[config.mk]
export PLATFORM = sky130hd
export DESIGN_NAME = scd_decoder
export DESIGN_NICKNAME = d
export VERILOG_FILES = /design/src/logic/scd_pkg.sv /design/src/logic/scd_sync.sv /design/src/logic/scd_pulse.sv /design/src/logic/scd_decoder.sv
export SDC_FILE = /design/constraint.sdc
export NUM_CORES = 1
export LEC_CHECK = 0
export BUFFER_PORTS_ARGS = -buffer_cell sky130_fd_sc_hd__buf_2
export CAP_MARGIN = 15
export CORE_ASPECT_RATIO = 0.9
export CORE_MARGIN = 10
export CORE_UTILIZATION = 45
export CTS_CLUSTER_DIAMETER = 30
export DETAILED_ROUTE_END_ITERATION = 8
export GPL_ROUTABILITY_DRIVEN = 1
export GPL_TIMING_DRIVEN = 0
export MAX_ROUTING_LAYER = met4
export PLACE_DENSITY = 0.73
export SYNTH_ARGS = -nofsm -noshare
export SYNTH_HDL_FRONTEND = slang
export SYNTH_SLANG_ARGS = --single-unit
[constraint.sdc]
create_clock -name clk_i -period 2.5 [get_ports clk_i]
set_input_delay 0.5 -clock clk_i [delete_from_list [all_inputs] [get_ports clk_i]]
set_output_delay 0.5 -clock clk_i [all_outputs]
set_load 0.005 [all_outputs]
[src/logic/scd_pkg.sv]
package scd_pkg;
  // clock and link timing
  localparam int CLK_HZ = 100_000_000;
  localparam int BIT_RATE_BPS = 1000;
  localparam int EXEC_PULSE_MS = 50;
  localparam int EXEC_CYC_DFLT = EXEC_PULSE_MS * (CLK_HZ / 1000);
  // message format
  localparam int SYNC_ZEROS = 13;
  localparam int FRAME_BITS = 17;
  localparam int N_DEST = 8;
  localparam logic [4:0] VAL_PATTERN = 5'h1F;
  localparam logic [7:0] EXEC_CODE = 8'hA5;
  // register byte offsets
  localparam logic [7:0] OFS_CTRL = 8'h00;
  localparam logic [7:0] OFS_STAT = 8'h04;
  localparam logic [7:0] OFS_ISTAT = 8'h08;
  localparam logic [7:0] OFS_IMASK = 8'h0C;
  localparam logic [7:0] OFS_TM = 8'h10;
  localparam logic [7:0] OFS_DEST = 8'h20;
  // control fields and reset values
  localparam int CTRL_ADDR_LSB = 0;
  localparam int CTRL_DSEL_BIT = 7;
  localparam int CTRL_EN_BIT = 8;
  localparam logic [6:0] ADDR_RST = 7'h00;
  localparam logic DSEL_RST = 1'b0;
  localparam logic EN_RST = 1'b1;
  localparam logic [3:0] IMASK_RST = 4'h0;
  // interrupt status bits
  localparam int IRQ_CMD = 0;
  localparam int IRQ_EXEC = 1;
  localparam int IRQ_REJ = 2;
  localparam int IRQ_QUIET = 3;
  localparam int N_IRQ = 4;

  typedef enum logic [2:0] {
    ST_QUIET = 3'b000,
    ST_HUNT = 3'b001,
    ST_CMD = 3'b010,
    ST_VAL = 3'b011,
    ST_WAIT = 3'b100
  } scd_state_e;

  typedef struct packed {
    logic [6:0] addr;
    logic dsel;
    logic [7:0] code;
    logic par;
  } scd_frame_s;

  typedef struct packed {
    logic car;
    logic tone;
    logic data;
  } scd_pins_s;

  // odd parity holds when the ones count is odd
  function automatic logic odd_ok(input logic [16:0] v);
    return ^v;
  endfunction
endpackage

[src/logic/scd_sync.sv]
`timescale 1ns/100ps
module scd_sync import scd_pkg::*; (
  // clock
  input wire logic clk_i,
  input wire logic rst_i,
  // pins
  input wire scd_pins_s d_i,
  output scd_pins_s q_o
);
  scd_pins_s meta_r;

  always_ff @(posedge clk_i) begin
    if (rst_i) begin
      meta_r <= '0;
      q_o <= '0;
    end else begin
      meta_r <= d_i;
      q_o <= meta_r;
    end
  end
endmodule

[src/logic/scd_pulse.sv]
`timescale 1ns/100ps
module scd_pulse #(
  parameter int CYC = 5000000
) (
  // clock
  input wire logic clk_i,
  input wire logic rst_i,
  // trigger and output
  input wire logic start_i,
  output logic act_o
);
  localparam int CW = $clog2(CYC + 1);
  localparam logic [CW-1:0] LOAD = CW'(CYC - 1);
  logic [CW-1:0] cnt_r;

  // a new start reloads, so back-to-back executes keep it high
  always_ff @(posedge clk_i) begin
    if (rst_i) begin
      cnt_r <= '0;
      act_o <= 1'b0;
    end else if (start_i) begin
      cnt_r <= LOAD;
      act_o <= 1'b1;
    end else if (cnt_r != '0) begin
      cnt_r <= cnt_r - 1'b1;
    end else begin
      act_o <= 1'b0;
    end
  end
endmodule

[src/logic/scd_decoder.sv]
`timescale 1ns/100ps
module scd_decoder import scd_pkg::*; #(
  parameter int EXEC_CYCLES = EXEC_CYC_DFLT,
  parameter int NDEST = N_DEST
) (
  // system
  input wire logic clk_i,
  input wire logic rst_i,
  // wishbone slave
  input wire logic wb_cyc_i,
  input wire logic wb_stb_i,
  input wire logic wb_we_i,
  input wire logic [7:0] wb_adr_i,
  input wire logic [3:0] wb_sel_i,
  input wire logic [31:0] wb_dat_i,
  output logic [31:0] wb_dat_o,
  output logic wb_ack_o,
  // link pins
  input wire logic car_det_i,
  input wire logic bit_tone_i,
  input wire logic bit_data_i,
  // channel and value outputs
  output logic [7:0] chan_o,
  output logic matrix_en_o,
  output logic [NDEST-1:0][15:0] dest_o,
  // telemetry
  output logic [7:0] tm_cmd_o,
  output logic [15:0] tm_val_o,
  output logic data_present_o,
  output logic logic_pwr_o,
  output logic irq_o
);
  scd_pins_s pins_s;
  logic tone_d_r;
  logic bit_ev;
  logic dbit;
  scd_state_e state_r;
  logic [16:0] sh_r;
  logic [4:0] bc_r;
  logic [3:0] zc_r;
  scd_frame_s fr;
  logic stored_r;
  logic is_val_r;
  logic [15:0] val_r;
  logic fire_r;
  logic [N_IRQ-1:0] ev;
  logic [N_IRQ-1:0] ist_r;
  logic [N_IRQ-1:0] imask_r;
  logic [6:0] cfg_addr_r;
  logic cfg_dsel_r;
  logic cfg_en_r;
  logic wb_hit;
  logic wb_wr;
  logic cmd_ok;
  logic exec_ok;

  // pins come from outside the clock domain
  scd_sync u_sync (
    .clk_i(clk_i),
    .rst_i(rst_i),
    .d_i('{car: car_det_i, tone: bit_tone_i, data: bit_data_i}),
    .q_o(pins_s)
  );

  // bit boundary is the rising edge of the bit tone
  always_ff @(posedge clk_i) begin
    if (rst_i) begin
      tone_d_r <= 1'b0;
    end else begin
      tone_d_r <= pins_s.tone;
    end
  end

  assign bit_ev = pins_s.tone & ~tone_d_r;
  assign dbit = pins_s.data;
  assign fr = scd_frame_s'({sh_r[15:0], dbit});
  assign cmd_ok = fr.addr == cfg_addr_r && fr.dsel == cfg_dsel_r && odd_ok({8'h00, fr.code, fr.par});
  assign exec_ok = cmd_ok && fr.code == EXEC_CODE;

  // serial shift register, msb first
  always_ff @(posedge clk_i) begin
    if (rst_i) begin
      sh_r <= '0;
    end else if (bit_ev) begin
      sh_r <= {sh_r[15:0], dbit};
    end
  end

  // message sequencer
  always_ff @(posedge clk_i) begin
    if (rst_i) begin
      state_r <= ST_QUIET;
      bc_r <= '0;
      zc_r <= '0;
      stored_r <= 1'b0;
      is_val_r <= 1'b0;
      chan_o <= '0;
      val_r <= '0;
      fire_r <= 1'b0;
      ev <= '0;
    end else begin
      fire_r <= 1'b0;
      ev <= '0;
      if (!pins_s.car || !cfg_en_r) begin
        // subcarrier gone or decoder disabled: message over, logic idles
        ev[IRQ_QUIET] <= state_r != ST_QUIET;
        state_r <= ST_QUIET;
        stored_r <= 1'b0;
        bc_r <= '0;
        zc_r <= '0;
      end else begin
        case (state_r)
          ST_QUIET: begin
            state_r <= ST_HUNT;
            zc_r <= '0;
          end
          ST_HUNT: begin
            if (bit_ev) begin
              if (!dbit) begin
                zc_r <= (zc_r == 4'(SYNC_ZEROS)) ? zc_r : zc_r + 1'b1;
              end else if (zc_r == 4'(SYNC_ZEROS)) begin
                state_r <= ST_CMD;
                bc_r <= '0;
              end else begin
                zc_r <= '0;
              end
            end
          end
          ST_CMD: begin
            if (bit_ev) begin
              bc_r <= bc_r + 1'b1;
              if (bc_r == 5'(FRAME_BITS - 1)) begin
                bc_r <= '0;
                zc_r <= '0;
                if (cmd_ok) begin
                  chan_o <= fr.code;
                  stored_r <= 1'b1;
                  is_val_r <= fr.code[7:3] == VAL_PATTERN;
                  state_r <= (fr.code[7:3] == VAL_PATTERN) ? ST_VAL : ST_WAIT;
                  ev[IRQ_CMD] <= 1'b1;
                end else begin
                  state_r <= ST_HUNT;
                  ev[IRQ_REJ] <= 1'b1;
                end
              end
            end
          end
          ST_VAL: begin
            if (bit_ev) begin
              bc_r <= bc_r + 1'b1;
              if (bc_r == 5'(FRAME_BITS - 1)) begin
                bc_r <= '0;
                if (odd_ok({sh_r[15:0], dbit})) begin
                  val_r <= sh_r[15:0];
                  state_r <= ST_WAIT;
                end else begin
                  // whole message dropped, fresh sync needed
                  stored_r <= 1'b0;
                  state_r <= ST_HUNT;
                  zc_r <= '0;
                  ev[IRQ_REJ] <= 1'b1;
                end
              end
            end
          end
          ST_WAIT: begin
            // sliding window covers both zero train and back-to-back
            if (bit_ev) begin
              if (bc_r == 5'(FRAME_BITS - 1) && exec_ok) begin
                fire_r <= 1'b1;
                ev[IRQ_EXEC] <= 1'b1;
                bc_r <= '0;
              end else if (bc_r != 5'(FRAME_BITS - 1)) begin
                bc_r <= bc_r + 1'b1;
              end
            end
          end
          default: begin
            state_r <= ST_QUIET;
          end
        endcase
      end
    end
  end

  // channel drive; reloads keep it high across executes
  scd_pulse #(
    .CYC(EXEC_CYCLES)
  ) u_pulse (
    .clk_i(clk_i),
    .rst_i(rst_i),
    .start_i(fire_r),
    .act_o(matrix_en_o)
  );

  // parallel transfer of the held value
  generate
    for (genvar i = 0; i < NDEST; i++) begin : g_dest
      always_ff @(posedge clk_i) begin
        if (rst_i) begin
          dest_o[i] <= '0;
        end else if (fire_r && is_val_r && chan_o[2:0] == 3'(i)) begin
          dest_o[i] <= val_r;
        end
      end
    end
  endgenerate

  // verification outputs
  always_ff @(posedge clk_i) begin
    if (rst_i) begin
      tm_cmd_o <= '0;
      tm_val_o <= '0;
      data_present_o <= 1'b0;
      logic_pwr_o <= 1'b0;
    end else begin
      tm_cmd_o <= chan_o;
      tm_val_o <= val_r;
      data_present_o <= state_r == ST_WAIT && stored_r;
      logic_pwr_o <= state_r != ST_QUIET;
    end
  end

  // wishbone: one wait state, ack for one cycle
  assign wb_hit = wb_cyc_i && wb_stb_i && !wb_ack_o;
  assign wb_wr = wb_hit && wb_we_i;

  always_ff @(posedge clk_i) begin
    if (rst_i) begin
      wb_ack_o <= 1'b0;
    end else begin
      wb_ack_o <= wb_hit;
    end
  end

  always_ff @(posedge clk_i) begin
    if (rst_i) begin
      cfg_addr_r <= ADDR_RST;
      cfg_dsel_r <= DSEL_RST;
      cfg_en_r <= EN_RST;
      imask_r <= IMASK_RST;
    end else if (wb_wr) begin
      if (wb_adr_i == OFS_CTRL && wb_sel_i[0]) begin
        cfg_addr_r <= wb_dat_i[CTRL_ADDR_LSB +: 7];
        cfg_dsel_r <= wb_dat_i[CTRL_DSEL_BIT];
      end
      if (wb_adr_i == OFS_CTRL && wb_sel_i[1]) begin
        cfg_en_r <= wb_dat_i[CTRL_EN_BIT];
      end
      if (wb_adr_i == OFS_IMASK && wb_sel_i[0]) begin
        imask_r <= wb_dat_i[N_IRQ-1:0];
      end
    end
  end

  // sticky status, write one to clear; a new event wins
  always_ff @(posedge clk_i) begin
    if (rst_i) begin
      ist_r <= '0;
    end else if (wb_wr && wb_adr_i == OFS_ISTAT && wb_sel_i[0]) begin
      ist_r <= (ist_r & ~wb_dat_i[N_IRQ-1:0]) | ev;
    end else begin
      ist_r <= ist_r | ev;
    end
  end

  always_ff @(posedge clk_i) begin
    if (rst_i) begin
      irq_o <= 1'b0;
    end else begin
      irq_o <= |(ist_r & imask_r);
    end
  end

  always_ff @(posedge clk_i) begin
    if (rst_i) begin
      wb_dat_o <= '0;
    end else if (wb_hit && !wb_we_i) begin
      wb_dat_o <= '0;
      case (wb_adr_i)
        OFS_CTRL: wb_dat_o <= {23'h0, cfg_en_r, cfg_dsel_r, cfg_addr_r};
        OFS_STAT: wb_dat_o <= {26'h0, logic_pwr_o, matrix_en_o, data_present_o, state_r};
        OFS_ISTAT: wb_dat_o <= {28'h0, ist_r};
        OFS_IMASK: wb_dat_o <= {28'h0, imask_r};
        OFS_TM: wb_dat_o <= {val_r, 8'h00, chan_o};
        default: begin
          if (wb_adr_i >= OFS_DEST && wb_adr_i < OFS_DEST + 8'(4 * NDEST)) begin
            wb_dat_o <= {16'h0000, dest_o[wb_adr_i[4:2]]};
          end
        end
      endcase
    end
  end
endmodule

# Yosys cells after proc, flatten, opt, wreduce, memory -nomap -nowiden
# Cells that the tools add are included.
dict set report classes {
  addsub 3
  order_cmp 3
  n_eq_ne 36
  n_mux 57
  n_bitwise 12
  n_reduce_logical 55
}
# op count
set op_table {}
lappend op_table {{$pmux W32 S5} 1}
lappend op_table {{$bmux W16 S3} 1}
lappend op_table {{$mux W23} 2}
lappend op_table {{$mux W4} 10}
lappend op_table {{$mux W5} 8}
lappend op_table {{$reduce_xor A17 Y1} 2}
lappend op_table {{$mux W16} 2}
lappend op_table {{$mux W3} 10}
lappend op_table {{$logic_and A1 B1 Y1} 24}
lappend op_table {{$reduce_bool A23 Y1} 1}
lappend op_table {{$sub A23 B1 Y23 const B} 1}
lappend op_table {{$ne A2 B2 Y1 const B} 11}
lappend op_table {{$mux W1} 18}
lappend op_table {{$eq A8 B4 Y1 const B} 2}
lappend op_table {{$pmux W4 S4} 1}
lappend op_table {{$reduce_and A8 Y1} 2}
lappend op_table {{$eq A3 B3 Y1 const B} 5}
lappend op_table {{$pmux W3 S5} 1}
lappend op_table {{$pmux W5 S3} 1}
lappend op_table {{$reduce_and A7 Y1} 2}
lappend op_table {{$eq A3 B2 Y1 const B} 4}
lappend op_table {{$eq A5 B5 Y1 const B} 2}
lappend op_table {{$reduce_and A5 Y1} 2}
lappend op_table {{$and A4 B4 Y4} 2}
lappend op_table {{31 further kinds} 51}
dict set report totals {
  reg_bits 295
  inputBits 52
  word_cells 208
}

# Logic depth before layout (Yosys ltp)
dict set report logic_depth {
  word_depth 8
  depth_mapped 9
  mapped_depth_nobuf 8
}

# Modules after synthesis
# From an unflattened synthesis, not the netlist that was laid out.
dict set report hier_totals {
  cells_unflattened 1468
  area_unflattened_um2 12573.3
}
# module n_inst cells_each area_each_um2
set by_module_without_submodules {}
lappend by_module_without_submodules {scd_decoder 1 1293 11079.4}
lappend by_module_without_submodules {scd_pulse 1 163 1336.3}
lappend by_module_without_submodules {scd_sync 1 12 157.7}

# Least setup slack after synthesis
# No wires, ideal clock.
dict set report synth_path {
  path_type {reg2reg}
  from {reg sh_r[5]}
  to {reg val_r[10]}
  setup_time_ns 0.128
  arrival_time_ns 2.592
  required_ns 2.372
  setup_slack_ns -0.219
  path_stages_with_launch 9
  path_buffers 1
  cell_sequence {dfxtp_1 -> ha_1 -> xor2_1 -> xnor3_2 -> xnor3_2 -> nor4_4 -> buf_6 -> mux2i_1 -> nor2_1}
}
dict set report synth_via {
  elab_chain_len 2
}
# item line_no
set synth_rtl {}
lappend synth_rtl {{from (decl)} scd_decoder.sv:38} ;# logic [16:0] sh_r;
lappend synth_rtl {{from (signal assigned)} scd_decoder.sv:85} ;# sh_r <= {sh_r[15:0], dbit};
lappend synth_rtl {{$reduce_xor A17 Y1} scd_pkg.sv:58} ;# return ^v;
lappend synth_rtl {{$reduce_and A5 Y1 (no source line)} --}
lappend synth_rtl {{to (signal assigned)} scd_decoder.sv:154} ;# val_r <= sh_r[15:0];
lappend synth_rtl {{to (decl)} scd_decoder.sv:44} ;# logic [15:0] val_r;
# Every way passes these cells.
# A chain may end at the register's enable or synchronous reset.

# Worst setup path after layout
dict set report layout_path {
  from {reg sh_r[1]}
  to {reg chan_o[2]}
}
dict set report layout_via {
  elab_chain_len 3
}
# item line_no
set layout_rtl {}
lappend layout_rtl {{$reduce_xor A17 Y1} scd_pkg.sv:58}
lappend layout_rtl {{$logic_and A1 B1 Y1} scd_decoder.sv:77} ;# assign cmd_ok = fr.addr == cfg_addr_r && fr.dsel == cfg_dsel_r && odd_ok({8'h00, fr.code, fr.par});
lappend layout_rtl {{$reduce_and A5 Y1 (no source line)} --}
lappend layout_rtl {{to (signal assigned)} scd_decoder.sv:136} ;# chan_o <= fr.code;
lappend layout_rtl {{to (decl)} scd_decoder.sv:23} ;# output logic [7:0] chan_o,
# Every way passes these cells.

==> metrics.csv <==
stage,metric,value,unit
timing,fin crit share,104.2,%
setup_path,critical path endpoint category,register,
pwr,PwrDens,905.4,mW/mm^2
timing,min Tclk post-route,2605,ps
logic_synthesis,Post-Synthesis Cell Area,0.01209,mm^2
outcome,outcome,"finished, violations left",
die,Starting Density,46.01,%
logic_synthesis,largest area contributor in the netlist,dfxtp_1,
setup_path,crit-path max FO,5,
clock_tree,Num CTS Buffers,57,
pwr,Seq pwr share,34.3,%
logic_synthesis,Syn Inst Count,1362,
die,Die Area,0.03383,mm^2
grt,vias in the first global route,11450,
logic_synthesis,ranking of synthesized cells by area,"dfxtp_1 (49%), nand2_1 (10%), a21oi_1 (7.4%), mux4_2 (6.7%), mux2i_1 (3.4%)",
setup_path,CP required,2900,ps
pwr,Worst VDD drop,669.5,uV
pwr,internal power,10.97,mW
pwr,Comb pwr share,8.7,%
logic_synthesis,"FF+latch count, synth",294,
pwr,clock power share,56.9,%
setup_path,startpoint types,register,
finish,"most common cell after layout, fill and taps aside",nand2_1,
pwr,switching pwr,3.520,mW
timing,fmax,0.3838,GHz
die,IO Pins,249,
finish,most frequent cells in the layout,"nand2_1 (325), dfxtp_1 (288), buf_2 (233), a21oi_1 (179), nor2_1 (94)",
die,core box area,0.02628,mm^2
clock_tree,Worst-Skew Late Latency,570,ps
timing,RSZ-0062 raised after global routing,yes,
logic_synthesis,"Distinct cells, synth",56,
pwr,total chip power,14.49,mW
clock_tree,htree depth,2,
logic_synthesis,Mapped Avg Cell Area,8.876,um^2
timing,Final Worst Setup Slack,-105.2,ps
run,Max Cap Violations,0,
finish,nets,1716,
placement,GP Congestion,0.9618,
grt,initial antenna violation count,0,
routing,# DRC,0,
logic_synthesis,Post-synth EDFFs,0,
timing,Worst-Margin Slew,894.8,ps
pwr,sw frac,24.29,%
logic_synthesis,Mapped Nets,1422,
grt,Overflow after GRT,0,
logic_synthesis,ys async rst share,0,%
grt,wire length of the first global-routing pass,66070,um
finish,Area Growth Syn to Fin,32.38,%
clock_tree,Clock Sinks,294,
timing,hold_ws,156.1,ps
clock_tree,hold buffers post-CTS,0,
grt,GRT Util Overall,25.54,%
clock_tree,Max Root-Sink Buffers,3,
timing,final hold violations,0,
timing,relative slew slack,40.35,%
routing,Post-Route WL,44000,um
routing,initial drt markers,1248,
placement,Final HPWL DP,31490,um
logic_synthesis,synth warn,0,
logic_synthesis,predominant post-synthesis flop cell,dfxtp_1,
routing,vias per cell,5.652,
die,die width,192.8,um
routing,Pre-Repair DR Iteration Count,5,
die,row count,56,
placement,Port Buf Inserts,220,
pwr,Pleak,6.470,nW
routing,drt wl/cell,21.44,um
outcome,failing checks,negative setup slack,
timing,Clock Skews,20.47,ps
finish,Fillers,2202,
die,Die Y,175.5,um
clock_tree,CTS root buf,clkbuf_16,
timing,final setup fails,14,
setup_path,CP arrival,3010,ps
timing,"Slew Viols, Final",0,
routing,vias after detailed routing,11600,
logic_synthesis,sequential area share after synthesis,48.69,%
min_path,worst hold path class,primary input to register,
routing,post-route ant nets,0,
finish,layout cells sized above 1,25.72,%
setup_path,kind of critical path,register to register,
logic_synthesis,top cell type's share of synthesized area,48.69,%
grt,largest net degree at the start of global routing,15,
clock_tree,TritonCTS clock tree,yes,
clock_tree,Worst-path clk slew,50,ps
-- cell type report --
type / count / area (um^2) / share of cell area [%]
flip-flops and latches: 294 / 5906 / 36.90
multi-input cells: 956 / 5863 / 36.64
clock buffers: 69 / 1583 / 9.890
repair buffers: 235 / 1229 / 7.677
clock inverters: 37 / 516.7 / 3.229
plain buffers: 104 / 439.2 / 2.744
well taps: 348 / 435.4 / 2.721
inverters: 8 / 30.03 / 0.1876
diodes: 1 / 2.502 / 0.01564
-- final timing paths --
check / from / end / slack (ps) / cells after the start
worst max-delay path: sh_r[1]$_SDFFE_PP0P_ / chan_o[2]$_SDFFE_PP0P_ / -110 / 6
worst min-delay path: bit_data_i / u_sync.meta_r[0]$_SDFF_PP0_ / 160 / 2
worst max register to register: sh_r[1]$_SDFFE_PP0P_ / chan_o[2]$_SDFFE_PP0P_ / -110 / 6
worst min register to register: ev[3]$_SDFF_PP0_ / ist_r[3]$_SDFF_PP0_ / 440 / 2
-- state kept, by name (all words and copies together) (netlist names), 3 cells and up --
register and flops:
dest_o 128, wb_dat_o 32, u_pulse.cnt_r 23, sh_r 16
tm_val_o 16, val_r 16, chan_o 8, tm_cmd_o 8
cfg_addr_r 7, bc_r 5, imask_r 4, ist_r 4
zc_r 4, ev 3, state_r 3, u_sync.meta_r 3
u_sync.q_o 3
-- critical path: stages, from the launching register on --
cell	delay, ps
dfxtp_4	360
xnor3_1	390
xnor3_2	450
or3_4	370
or4_4	600
mux2i_1	210
nor2_1	80
-- power groups by stage --
stage | Combinational [mW] | Sequential [mW] | Clock, mW
floorplan | 0.915 | 5.04 | 0
global placement | 1.15 | 5.06 | 0
detailed placement | 1.20 | 5.06 | 0
CTS | 1.22 | 4.97 | 8.26
global route | 1.40 | 4.99 | 8.47
finish | 1.26 | 4.98 | 8.25
-- synth_stat cells, types with 7 or more instances --
cell type and number:
a211oi_1 8, a21oi_1 179, a22o_1 16, a22oi_1 10, buf_1 8, buf_2 11, clkbuf_1 84, dfxtp_1 294
ha_1 8, inv_1 8, mux2_2 7, mux2i_1 41, mux4_2 36, nand2_1 325, nand3_1 32, nand4_1 8
nor2_1 96, nor2b_1 35, nor3_1 15, nor3b_1 7, o21ai_0 14, or2_2 7, or3_1 13, xnor2_1 16
xor2_1 17
-- through the flow --
step	setup TNS (ps)	cells	utilization, %	instance area (um^2)	worst slack [ps]
after floorplan	0	1362	-	12110	5.984
after global placement	-40840	1930	51.94	13650	-1143
after detailed placement	-43780	1930	51.94	13650	-1199
after CTS	-3044	2046	60.51	15900	-164.6
after global routing	-3331	2051	60.90	16000	-147.3
final	-464.2	2052	60.91	16000	-105.2
-- timing repair --
item | in CTS | in global routing
endpoints found under the setup margin | 61 | 108
pin swaps | 6 | 7
cloned | 2 | 0
gates resized for setup | 25 | 22
setup buffers | 9 | 5
hold endpoints to repair | 0 | 0
-- per-layer routing --
metal / share of wire (%) / track usage, % / vias to the layer above / wire length, um
met5: 0 / - / - / 0
li1: - / - / 5268 / -
met2: 44 / 38.02 / 667 / 19530
met3: 11 / 7.010 / 107 / 4884
met1: 41 / 32.71 / 5555 / 18060
met4: 3.5 / 8.877 / 0 / 1525
-- cell families after synthesis --
family	Yosys count	share of synthesized area (%)
simple gates	578	21.34
compound gates	249	11.71
mux	84	10.75
flops	294	48.69
xor+xnor	36	2.970
fa+ha+maj	8	0.8280
buf+inv	113	3.716
Power figures use the tool's default switching activity.
